`src/hdl/video_adjust_consts.svh`:
```
// Purpose: offsets, reset values and field positions of the video adjust block
// Assumes: register index times four is the AXI byte address
// Notes:   index values are kept as printed
`ifndef VIDEO_ADJUST_CONSTS_SVH
`define VIDEO_ADJUST_CONSTS_SVH
`define VA_IDX_SAT        6'h09
`define VA_IDX_BRI        6'h0A
`define VA_IDX_HUE        6'h0B
`define VA_IDX_DEFY       6'h0C
`define VA_IDX_DEFC       6'h0D
`define VA_IDX_DECIM      6'h0E
`define VA_IDX_STATUS     6'h10
`define VA_RST_SAT        8'h80
`define VA_RST_BRI        8'h00
`define VA_RST_HUE        8'h00
`define VA_RST_DEFY       8'h10
`define VA_RST_DEFC       8'h88
`define VA_RST_DECIM      7'h00
`define VA_BIT_FORCE      0
`define VA_BIT_AUTO       1
`define VA_BIT_DEC_EN     0
`define VA_CHROMA_MID     8'h80
`define VA_FIFO_DEPTH     8
`define VA_RESP_OKAY      2'b00
`define VA_RESP_SLVERR    2'b10
`endif

```
`src/hdl/video_adjust_pkg.sv`:
```
// Purpose: shared types of the video adjust block
// Assumes: nothing beyond the constants header
// Notes:   pixel word carries field markers alongside the samples
package video_adjust_pkg;
	typedef struct packed {
		logic [7:0] y;
		logic [7:0] cb;
		logic [7:0] cr;
		logic       fieldStart;
		logic       fieldOdd;
	} pix_t;
endpackage

```
`src/hdl/video_adjust_and_field_decimation.sv`:
```
// Purpose: colour adjust, default substitution and field decimation with AXI4-Lite registers
// Assumes: pixel stream and lock indication come from logic on clk
// Notes:   hue uses a linear sine/cosine approximation
// How it works
// - chroma gain set by saturation code
// - signed brightness offset added to luma
// - signed hue code rotates chroma phase
// - force bit substitutes default Y, Cr, Cb
// - auto bit substitutes defaults on lost lock
// - default luma from bits seven to two
// - default Cr/Cb nibbles, zero filled below
// - decimation only while enable bit set
// - codes 0/1 drop frames, chosen start parity
// - codes 2/3 drop even or odd fields
// - skip count fields/frames between outputs
`timescale 1ns/1ps
`include "video_adjust_consts.svh"

// ==========================================
// fifo
module pixel_fifo #(
	parameter int WIDTH = 8,
	parameter int DEPTH = 8
) (
	input  wire logic             clk,
	input  wire logic             rst,
	input  wire logic             inValid,
	output logic                  inReady,
	input  wire logic [WIDTH-1:0] inData,
	output logic                  outValid,
	input  wire logic             outReady,
	output logic      [WIDTH-1:0] outData
);
	localparam int AW = $clog2(DEPTH);
	logic [WIDTH-1:0] mem [DEPTH];
	logic [AW:0]      wrPtr_q;
	logic [AW:0]      rdPtr_q;
	wire              full  = (wrPtr_q[AW] != rdPtr_q[AW]) && (wrPtr_q[AW-1:0] == rdPtr_q[AW-1:0]);
	wire              empty = (wrPtr_q == rdPtr_q);
	wire              push  = inValid && !full;
	wire              pop   = outReady && !empty;
	assign inReady  = !full;
	assign outValid = !empty;
	assign outData  = mem[rdPtr_q[AW-1:0]];
	always_ff @(posedge clk) begin
		if (push) begin
			mem[wrPtr_q[AW-1:0]] <= inData;
		end
	end
	always_ff @(posedge clk or posedge rst) begin
		if (rst) begin
			wrPtr_q <= '0;
			rdPtr_q <= '0;
		end else begin
			if (push) wrPtr_q <= wrPtr_q + 1'b1;
			if (pop)  rdPtr_q <= rdPtr_q + 1'b1;
		end
	end
endmodule

// ==========================================
// top
module video_adjust_and_field_decimation (
	input  wire logic                  clk,
	input  wire logic                  rst,
	input  wire logic [7:0]            s_axi_awaddr,
	input  wire logic                  s_axi_awvalid,
	output logic                       s_axi_awready,
	input  wire logic [31:0]           s_axi_wdata,
	input  wire logic [3:0]            s_axi_wstrb,
	input  wire logic                  s_axi_wvalid,
	output logic                       s_axi_wready,
	output logic [1:0]                 s_axi_bresp,
	output logic                       s_axi_bvalid,
	input  wire logic                  s_axi_bready,
	input  wire logic [7:0]            s_axi_araddr,
	input  wire logic                  s_axi_arvalid,
	output logic                       s_axi_arready,
	output logic [31:0]                s_axi_rdata,
	output logic [1:0]                 s_axi_rresp,
	output logic                       s_axi_rvalid,
	input  wire logic                  s_axi_rready,
	input  wire logic                  lockDetected,
	input  wire video_adjust_pkg::pix_t pixIn,
	input  wire logic                  pixInValid,
	output logic                       pixInReady,
	output video_adjust_pkg::pix_t     pixOut,
	output logic                       pixOutValid,
	input  wire logic                  pixOutReady
);
	// ==========================================
	// register bus
	logic [7:0] saturation_code_q, brightness_code_q, hue_q, defLumaCtl_q, default_chroma_q;
	logic [6:0] decim_q;
	logic [7:0] awAddr_q, rdIdxAddr;
	logic       awHeld_q, wHeld_q, restart_q, pass_q;
	logic [7:0] wData_q;
	logic       wLane_q;
	logic [3:0] skip_q;

	assign s_axi_awready = !awHeld_q && !s_axi_bvalid;
	assign s_axi_wready  = !wHeld_q && !s_axi_bvalid;
	assign s_axi_arready = !s_axi_rvalid;
	wire       awTake  = s_axi_awvalid && s_axi_awready;
	wire       wTake   = s_axi_wvalid && s_axi_wready;
	wire       doWrite = awHeld_q && wHeld_q && !s_axi_bvalid;
	wire [5:0] wIdx    = awAddr_q[7:2];
	wire       wMapped = (awAddr_q[1:0] == 2'b00) && (wIdx >= `VA_IDX_SAT) && (wIdx <= `VA_IDX_DECIM);
	wire       wrEn    = doWrite && wMapped && wLane_q;
	// reserved bit seven is not stored, so it always reads zero
	wire       decimWr = wrEn && (wIdx == `VA_IDX_DECIM) && (wData_q[6:0] != decim_q);

	wire       arTake  = s_axi_arvalid && s_axi_arready;
	wire [5:0] rIdx    = s_axi_araddr[7:2];
	wire       rMapped = (s_axi_araddr[1:0] == 2'b00) &&
	                     (((rIdx >= `VA_IDX_SAT) && (rIdx <= `VA_IDX_DECIM)) || (rIdx == `VA_IDX_STATUS));
	wire       defActive;
	assign rdIdxAddr = (rIdx == `VA_IDX_SAT)    ? saturation_code_q :
	                   (rIdx == `VA_IDX_BRI)    ? brightness_code_q :
	                   (rIdx == `VA_IDX_HUE)    ? hue_q :
	                   (rIdx == `VA_IDX_DEFY)   ? defLumaCtl_q :
	                   (rIdx == `VA_IDX_DEFC)   ? default_chroma_q :
	                   (rIdx == `VA_IDX_DECIM)  ? {1'b0, decim_q} :
	                   (rIdx == `VA_IDX_STATUS) ? {3'h0, skip_q[0], restart_q, pass_q, defActive, lockDetected} :
	                   8'h00;

	always_ff @(posedge clk or posedge rst) begin
		if (rst) begin
			awHeld_q <= 1'b0;
			wHeld_q  <= 1'b0;
			awAddr_q <= 8'h00;
			wData_q  <= 8'h00;
			wLane_q  <= 1'b0;
			s_axi_bvalid <= 1'b0;
			s_axi_bresp  <= `VA_RESP_OKAY;
		end else begin
			if (awTake) begin
				awHeld_q <= 1'b1;
				awAddr_q <= s_axi_awaddr;
			end
			if (wTake) begin
				wHeld_q <= 1'b1;
				wData_q <= s_axi_wdata[7:0];
				wLane_q <= s_axi_wstrb[0];
			end
			if (doWrite) begin
				awHeld_q     <= 1'b0;
				wHeld_q      <= 1'b0;
				s_axi_bvalid <= 1'b1;
				s_axi_bresp  <= wMapped ? `VA_RESP_OKAY : `VA_RESP_SLVERR;
			end else if (s_axi_bready) begin
				s_axi_bvalid <= 1'b0;
			end
		end
	end

	always_ff @(posedge clk or posedge rst) begin
		if (rst) begin
			s_axi_rvalid <= 1'b0;
			s_axi_rdata  <= 32'h0000_0000;
			s_axi_rresp  <= `VA_RESP_OKAY;
		end else if (arTake) begin
			s_axi_rvalid <= 1'b1;
			s_axi_rdata  <= {24'h00_0000, rdIdxAddr};
			s_axi_rresp  <= rMapped ? `VA_RESP_OKAY : `VA_RESP_SLVERR;
		end else if (s_axi_rready) begin
			s_axi_rvalid <= 1'b0;
		end
	end

	always_ff @(posedge clk or posedge rst) begin
		if (rst) begin
			saturation_code_q <= `VA_RST_SAT;
			brightness_code_q <= `VA_RST_BRI;
			hue_q             <= `VA_RST_HUE;
			defLumaCtl_q      <= `VA_RST_DEFY;
			default_chroma_q  <= `VA_RST_DEFC;
			decim_q           <= `VA_RST_DECIM;
		end else if (wrEn) begin
			if (wIdx == `VA_IDX_SAT)   saturation_code_q <= wData_q;
			if (wIdx == `VA_IDX_BRI)   brightness_code_q <= wData_q;
			if (wIdx == `VA_IDX_HUE)   hue_q             <= wData_q;
			if (wIdx == `VA_IDX_DEFY)  defLumaCtl_q      <= wData_q;
			if (wIdx == `VA_IDX_DEFC)  default_chroma_q  <= wData_q;
			if (wIdx == `VA_IDX_DECIM) decim_q           <= wData_q[6:0];
		end
	end

	// ==========================================
	// colour adjust
	function automatic logic [7:0] clampOffset(input logic signed [15:0] v);
		if (v > 16'sd127)       clampOffset = 8'hFF;
		else if (v < -16'sd128) clampOffset = 8'h00;
		else                    clampOffset = v[7:0] + `VA_CHROMA_MID;
	endfunction

	wire signed [8:0]  cbS    = $signed({1'b0, pixIn.cb}) - 9'sd128;
	wire signed [8:0]  crS    = $signed({1'b0, pixIn.cr}) - 9'sd128;
	wire signed [8:0]  hueS   = {hue_q[7], hue_q};
	wire        [7:0]  hueMag = hue_q[7] ? 8'(-hue_q) : hue_q;
	// cosine falls linearly to zero at a quarter turn; cheaper than a table
	// full scale of 128 at zero hue keeps neutral settings bit exact
	wire signed [8:0]  cosS   = 9'sd128 - $signed({1'b0, hueMag});
	wire signed [18:0] cbRot  = 19'(cbS * cosS) - 19'(crS * hueS);
	wire signed [18:0] crRot  = 19'(crS * cosS) + 19'(cbS * hueS);
	wire signed [9:0]  satS   = {2'b00, saturation_code_q};
	wire signed [23:0] cbSat  = 24'(cbRot >>> 7) * satS;
	wire signed [23:0] crSat  = 24'(crRot >>> 7) * satS;
	wire signed [9:0]  yAdj   = $signed({2'b00, pixIn.y}) + {{2{brightness_code_q[7]}}, brightness_code_q};
	wire        [7:0]  yClamp = yAdj[9] ? 8'h00 : (yAdj[8] ? 8'hFF : yAdj[7:0]);

	assign defActive = defLumaCtl_q[`VA_BIT_FORCE] ||
	                   (defLumaCtl_q[`VA_BIT_AUTO] && !lockDetected);
	wire [7:0] defY  = {defLumaCtl_q[7:2], 2'b00};
	wire [7:0] defCr = {default_chroma_q[7:4], 4'h0};
	wire [7:0] defCb = {default_chroma_q[3:0], 4'h0};

	video_adjust_pkg::pix_t adjPix;
	assign adjPix.y          = defActive ? defY  : yClamp;
	assign adjPix.cb         = defActive ? defCb : clampOffset(16'(cbSat >>> 7));
	assign adjPix.cr         = defActive ? defCr : clampOffset(16'(crSat >>> 7));
	assign adjPix.fieldStart = pixIn.fieldStart;
	assign adjPix.fieldOdd   = pixIn.fieldOdd;

	// ==========================================
	// field decimation
	wire       decEn     = decim_q[`VA_BIT_DEC_EN];
	wire [1:0] pattern   = decim_q[2:1];
	wire [3:0] skipCount = decim_q[6:3];
	wire       frameMode = !pattern[1];
	// key parity opens a frame, or is the parity that survives field dropping
	wire       keyParity = frameMode ? pattern[0] : !pattern[0];
	wire       accept    = pixInValid && pixInReady;
	wire       boundary  = accept && pixIn.fieldStart;
	wire       isKey     = (pixIn.fieldOdd == keyParity);
	wire       keyPass   = restart_q || (skip_q == 4'h0);
	wire       fieldPass = !decEn ? 1'b1 :
	                       isKey ? keyPass :
	                       (frameMode && !restart_q && pass_q);
	// disabling mid-field must not keep dropping the rest of that field
	wire       passNow   = !decEn || (pixIn.fieldStart ? fieldPass : pass_q);

	always_ff @(posedge clk or posedge rst) begin
		if (rst) begin
			pass_q    <= 1'b1;
			skip_q    <= 4'h0;
			restart_q <= 1'b1;
		end else begin
			if (boundary) pass_q <= fieldPass;
			if (boundary && decEn && isKey) skip_q <= keyPass ? skipCount : skip_q - 4'h1;
			// a settings change in the boundary cycle wins over the clear
			if (decimWr || !decEn)              restart_q <= 1'b1;
			else if (boundary && isKey) restart_q <= 1'b0;
		end
	end

	pixel_fifo #(
		.WIDTH ($bits(video_adjust_pkg::pix_t)),
		.DEPTH (`VA_FIFO_DEPTH)
	) u_fifo (
		.clk      (clk),
		.rst      (rst),
		.inValid  (pixInValid && passNow),
		.inReady  (pixInReady),
		.inData   (adjPix),
		.outValid (pixOutValid),
		.outReady (pixOutReady),
		.outData  (pixOut)
	);

	wire fifoPush = pixInValid && passNow && pixInReady;
endmodule

```
`config.mk`:
```
export PLATFORM = sky130hd
export DESIGN_NAME = video_adjust_and_field_decimation
export DESIGN_NICKNAME = d
export VERILOG_FILES = /design/src/hdl/video_adjust_pkg.sv /design/src/hdl/video_adjust_and_field_decimation.sv
export VERILOG_INCLUDE_DIRS = /design/src /design/src/hdl
export SDC_FILE = /design/constraint.sdc
export NUM_CORES = 1
export LEC_CHECK = 0
export BUFFER_PORTS_ARGS = -buffer_cell sky130_fd_sc_hd__clkbuf_2
export CAP_MARGIN = 30
export CORE_MARGIN = 3
export CORE_UTILIZATION = 35
export DETAILED_ROUTE_END_ITERATION = 7
export PLACE_DENSITY = 0.51
export RECOVER_POWER = 25
export SLEW_MARGIN = 0
export SYNTH_ARGS = -nofsm -noshare
export SYNTH_HDL_FRONTEND = slang
export SYNTH_SLANG_ARGS = --single-unit
export TNS_END_PERCENT = 30
```
`constraint.sdc`:
```
create_clock -name clk -period 19.9 [get_ports clk]
set_input_delay 3.98 -clock clk [delete_from_list [all_inputs] [get_ports clk]]
set_output_delay 3.98 -clock clk [all_outputs]
set_load 0.01 [all_outputs]
```
# --- Word level (Yosys, flattened, before mapping) ---
# Memory sizes are Yosys's and may differ from the RTL's.
# Index checks and enable logic that the tools add are counted.
totals:
  input_bits: 88
  regBits: 94
  memories: 1
  wordCells: 159
  out_inout_bits: 69
  mem_bits_rw: 208
classes:
  muxes: 36
  eq_ne: 18
  magnitude_cmp: 8
  reduce_logical: 57
  mul: 6
  n_addsub: 12
mem_list:
  columns: ["memory", "depth", "width", "rd", "rd_ports_with_merged_regs", "wr", "line_no", "rtl"]
  rows:
  - ["u_fifo.mem", 8, 26, 1, 0, 1, "video_adjust_and_field_decimation.sv:35", "logic [WIDTH-1:0] mem [DEPTH];"]
ops:
  columns: ["operator", "n"]
  rows:
  - ["$mux W8", 15]
  - ["$eq A6 B4 Y1 const B", 12]
  - ["$mul A12 B9 Y21", 2]
  - ["$mul A9 B9 Y18", 2]
  - ["$mul A9 B8 Y17", 2]
  - ["$gt A14 B8 Y1 const B", 2]
  - ["$lt A14 B8 Y1 const B", 2]
  - ["$logic_and A1 B1 Y1", 27]
  - ["$add A18 B17 Y19", 1]
  - ["$sub A18 B17 Y19", 1]
  - ["$sub A8 B8 Y9 const B", 2]
  - ["$add A8 B8 Y8 const B", 2]
  - ["$mux W1", 16]
  - ["$ge A6 B4 Y1 const B", 2]
  - ["$le A6 B4 Y1 const B", 2]
  - ["$reduce_and A2 Y1", 6]
  - ["$logic_not A1 Y1", 11]
  - ["$add A9 B8 Y10", 1]
  - ["$reduce_bool A2 Y1", 5]
  - ["$sub A8 B8 Y9 const A", 1]
  - ["$add A4 B1 Y4 const B", 2]
  - ["$neg A8 Y8", 1]
  - ["$mux W7", 1]
  - ["$ne A7 B7 Y1", 1]
  - ["other kinds (12)", 18]

# --- Depth between registers and ports, before layout ---
depth:
  depth_word: 11
  ltp_mapped: 56
  mapped_depth_nobuf: 53

# --- Hierarchy ---
# From an unflattened synthesis, not the netlist that was laid out.
hier_totals:
  hier_cells: 2890
  hier_area_um2: 31774.2
modules_own_cells:
  columns: ["mod", "cells_per_inst", "instances", "seq_area_each_um2", "area_per_inst_um2"]
  rows:
  - ["video_adjust_and_field_decimation", 2527, 1, 2109.5, 23369.9]
  - ["pixel_fifo", 363, 1, 6446.2, 8404.3]

# --- Least setup slack after synthesis ---
# OpenSTA, ideal clock, no wires.
synth_path:
  kind: "in2reg"
  startpoint: "in pixIn[17] (netlist bit)"
  endpoint: "mem u_fifo.mem[0][7] (netlist bit), data pin"
  path_stages: 42
  arrival_time_ps: 15316
  setup_ps: 284
  n_path_buf: 1
  required_time_ps: 19616
  path_slack_ps: 4299
  path_cell_list: "clkbuf_1 nor2_1 fa_1 fa_1 inv_1 fa_1 inv_1 fa_1 fa_1 inv_1 fa_1 inv_1 ha_1 or3_1 or3_1 a31oi_1 o31ai_1 and2_1 [6 not listed] inv_1 fa_1 fa_1 inv_1 fa_1 inv_1 ha_1 a21o_1 a21oi_1 o21ai_0 a21oi_1 nor2b_1 o31a_1 or4b_2 nand3_1 mux2_2 a41o_1 a221o_1"
synth_lines:
  columns: ["element", "line_no", "rtl"]
  rows:
  - ["start: declaration", "video_adjust_and_field_decimation.sv:84", "input wire video_adjust_pkg::pix_t pixIn,"]
  - ["end: declaration", "video_adjust_and_field_decimation.sv:35", null]

==> results.cfg <==
[drt]
drc = 0
drtPass1Iterations = 5
detail-route-antenna-nets = 0
via_per_inst = 4.879
wl_per_cell_um = 18.22
wirelength_um = 75740
drtIter0Drc = 948
vias = 20283

[critical_path]
cpMostUsedCell = fa_1
crit_arrival_ns = 16.95
crit_slowest_cell = xnor2_1
path_buf_inv = 9
path_delay_family = adder cells
crit_type = in -> reg
cp_max_fo = 10
worstSetupEndpointType = flip-flop
critPathLaunchType = input pin
required_ns = 20.14
critical_path.max_stage_delay_ns = 0.84

[sta]
worst_pin_slew_ns = 3.155
finalMaxSlewViolations = 95
min_period_over_period_pct = 83.98
totalNegativeSetupSlack_ns = 0
rsz0062_at_grt = false
max_slew_margin_pct = -110.3
layout_min_cycle_time_ns = 16.71
finalSetupViolCount = 0
max_freq_mhz = 59.83
hold_violations = 0
finalClockSkew_ns = 0.01081

[clock_tree]
ctsResizeCount = 0
hold_buffers = 0
path_clk_slew_ns = 0.06
clock-root-buffer = clkbuf_16
cts_sinks = 300
cts_setup_buffers = 0
clk_latency_ns = 0.56
numCtsBuffers = 27
cts_tree = built
htreeDepth = 1
clk_path_buf_depth = 3

[flow_run]
drv_cap = 2

[synthesis]
ys_warn_count = 0
yosys_register_bits = 300
yosysSeqAreaShare_pct = 26.92
syn_inst = 2893
async_reset_ff_share_pct = 30.67
syn_area_um2 = 31780
synth-edff-count = 208
ys_types = 82
ys.flop_type = edfxtp_1
synth.avg_cell_area_um2 = 10.99

[floorplanning]
die_x_um = 307.3
io_pins = 157
coreArea_um2 = 89190
die_y_um = 307.3
rows = 109
dieArea_um2 = 94450
initial_core_util_pct = 35.63

[place]
numPortBuffers = 103
dp_hpwl_um = 58010
gp_congestion = 0.8486

[status]
status = finished with violations
violations = max-capacitance violations, max-slew violations

[grt]
grt_overflow = 0
antenna_found_initial = 0
track_usage_pct = 16.58
grt_max_degree = 58
first_global_vias = 22262
grt_pass1_wl_um = 124400

[layout]
fin_nets = 3737
drive_gt1_share_pct = 12.00
area_growth_syn_to_layout_pct = 8.740
antenna_cells = 0

[worst_hold_path]
min_path_type = reg -> reg
-- flip-flops by register name, summed over array words and instances (netlist names), 4 cells and up --
name and flops:
default_chroma_q 8, brightness_code_q 8, decim_q 7, u_fifo.mem 208, skip_q 4, u_fifo.wrPtr_q 4, saturation_code_q 8, awAddr_q 8
hue_q 8, wData_q 8, s_axi_rdata 8, u_fifo.rdPtr_q 4, defLumaCtl_q 8
-- area by class of cell --
class | count | area, um2
Clock buffer | 27 | 675.6
Clock inverter | 22 | 242.7
Fill cell | 8811 | 54630
Inverter | 588 | 2208
Multi-Input combinational cell | 1911 | 20610
Sequential cell | 300 | 8561
Tap cell | 1165 | 1458
Timing Repair Buffer | 144 | 804.5
-- worst paths after layout --
| kind | end | cells after the start | startpoint | slack, ns |
|---|---|---|---|---|
| worst max-delay path | u_fifo.mem[0][16]$_DFFE_PP_ | 43 | pixIn[9] | 3.19 |
| worst min-delay path | u_fifo.wrPtr_q[3]$_DFFE_PP0P_ | 1 | u_fifo.wrPtr_q[3]$_DFFE_PP0P_ | 0.49 |
| worst max register to register | u_fifo.mem[0][16]$_DFFE_PP_ | 52 | hue_q[1]$_DFFE_PP0P_ | 4.50 |
| worst min register to register | u_fifo.wrPtr_q[3]$_DFFE_PP0P_ | 1 | u_fifo.wrPtr_q[3]$_DFFE_PP0P_ | 0.49 |
| max in group asynchronous | default_chroma_q[2]$_DFFE_PP0P_ | 3 | rst | 12.57 |
| min in group asynchronous | s_axi_rresp[1]$_DFFE_PP0P_ | 2 | rst | 3.76 |
-- layout by cell type (no fill, tap or decap), types with 67 or more instances in the layout --
| cell type | instances |
|---|---|
| nand2_1 | 211 |
| clkbuf_2 | 101 |
| mux2_2 | 90 |
| and2_1 | 223 |
| xnor2_1 | 67 |
| ha_1 | 219 |
| nor2_1 | 92 |
| fa_1 | 458 |
| dfrtp_1 | 84 |
| edfxtp_1 | 208 |
| inv_1 | 586 |
-- stage by stage --
step | cells | instance area (um2) | hold slack [ns] | util, % | worst slack, ns
6_report | 4157 | 34560 | 0.4867 | 38.75 | 3.187
5_1_grt | 4157 | 34560 | 0.4953 | 38.75 | 2.350
4_1_cts | 4154 | 34570 | 0.4899 | 38.76 | 2.831
3_5_place_dp | 4105 | 33650 | 0.4747 | 37.73 | 2.261
3_3_place_gp | 4102 | 33620 | 0.4665 | 37.69 | 2.570
2_1_floorplan | 2918 | 31870 | 0.4604 | - | 4.299
-- metal layers --
metal  vias up  routed length [um]  track usage (%)
met5         -                   0                0
met2       365               38480            29.82
met4         0                1001            2.510
li1       9305                   -                -
met3        60                2585            1.224
met1     10553               33670            22.38
-- kinds of logic (layout without fill, tap and decap cells) --
| group | after synthesis | in the layout | synth area share (%) |
|---|---|---|---|
| muxes | 165 | 165 | 7.606 |
| other | 1 | 26 | 0.01180 |
| adders and majority gates | 677 | 677 | 37.47 |
| and+or+nand+nor | 718 | 718 | 11.73 |
| xor gates and xnor gates | 114 | 114 | 3.224 |
| AOI/OAI and AO/OA | 211 | 211 | 4.347 |
| buffers and inverters | 707 | 781 | 8.685 |
| DFF | 300 | 300 | 26.92 |
-- synthesized netlist by cell type, types with 59 or more instances --
cell type,number,area share [%]
ha_1,219,8.6
dfrtp_1,86,6.8
fa_1,458,29
xnor2_1,67,1.8
mux2_2,90,3.2
edfxtp_1,208,20
inv_1,587,6.9
nand2_1,211,2.5
clkbuf_1,80,0.94
o21ai_0,59,0.93
nor2_1,94,1.1
and2_1,226,4.4
Power is left out: the tool's default activity adds up to more than one toggle a clock period on the data nets, which glitch-free logic cannot reach.
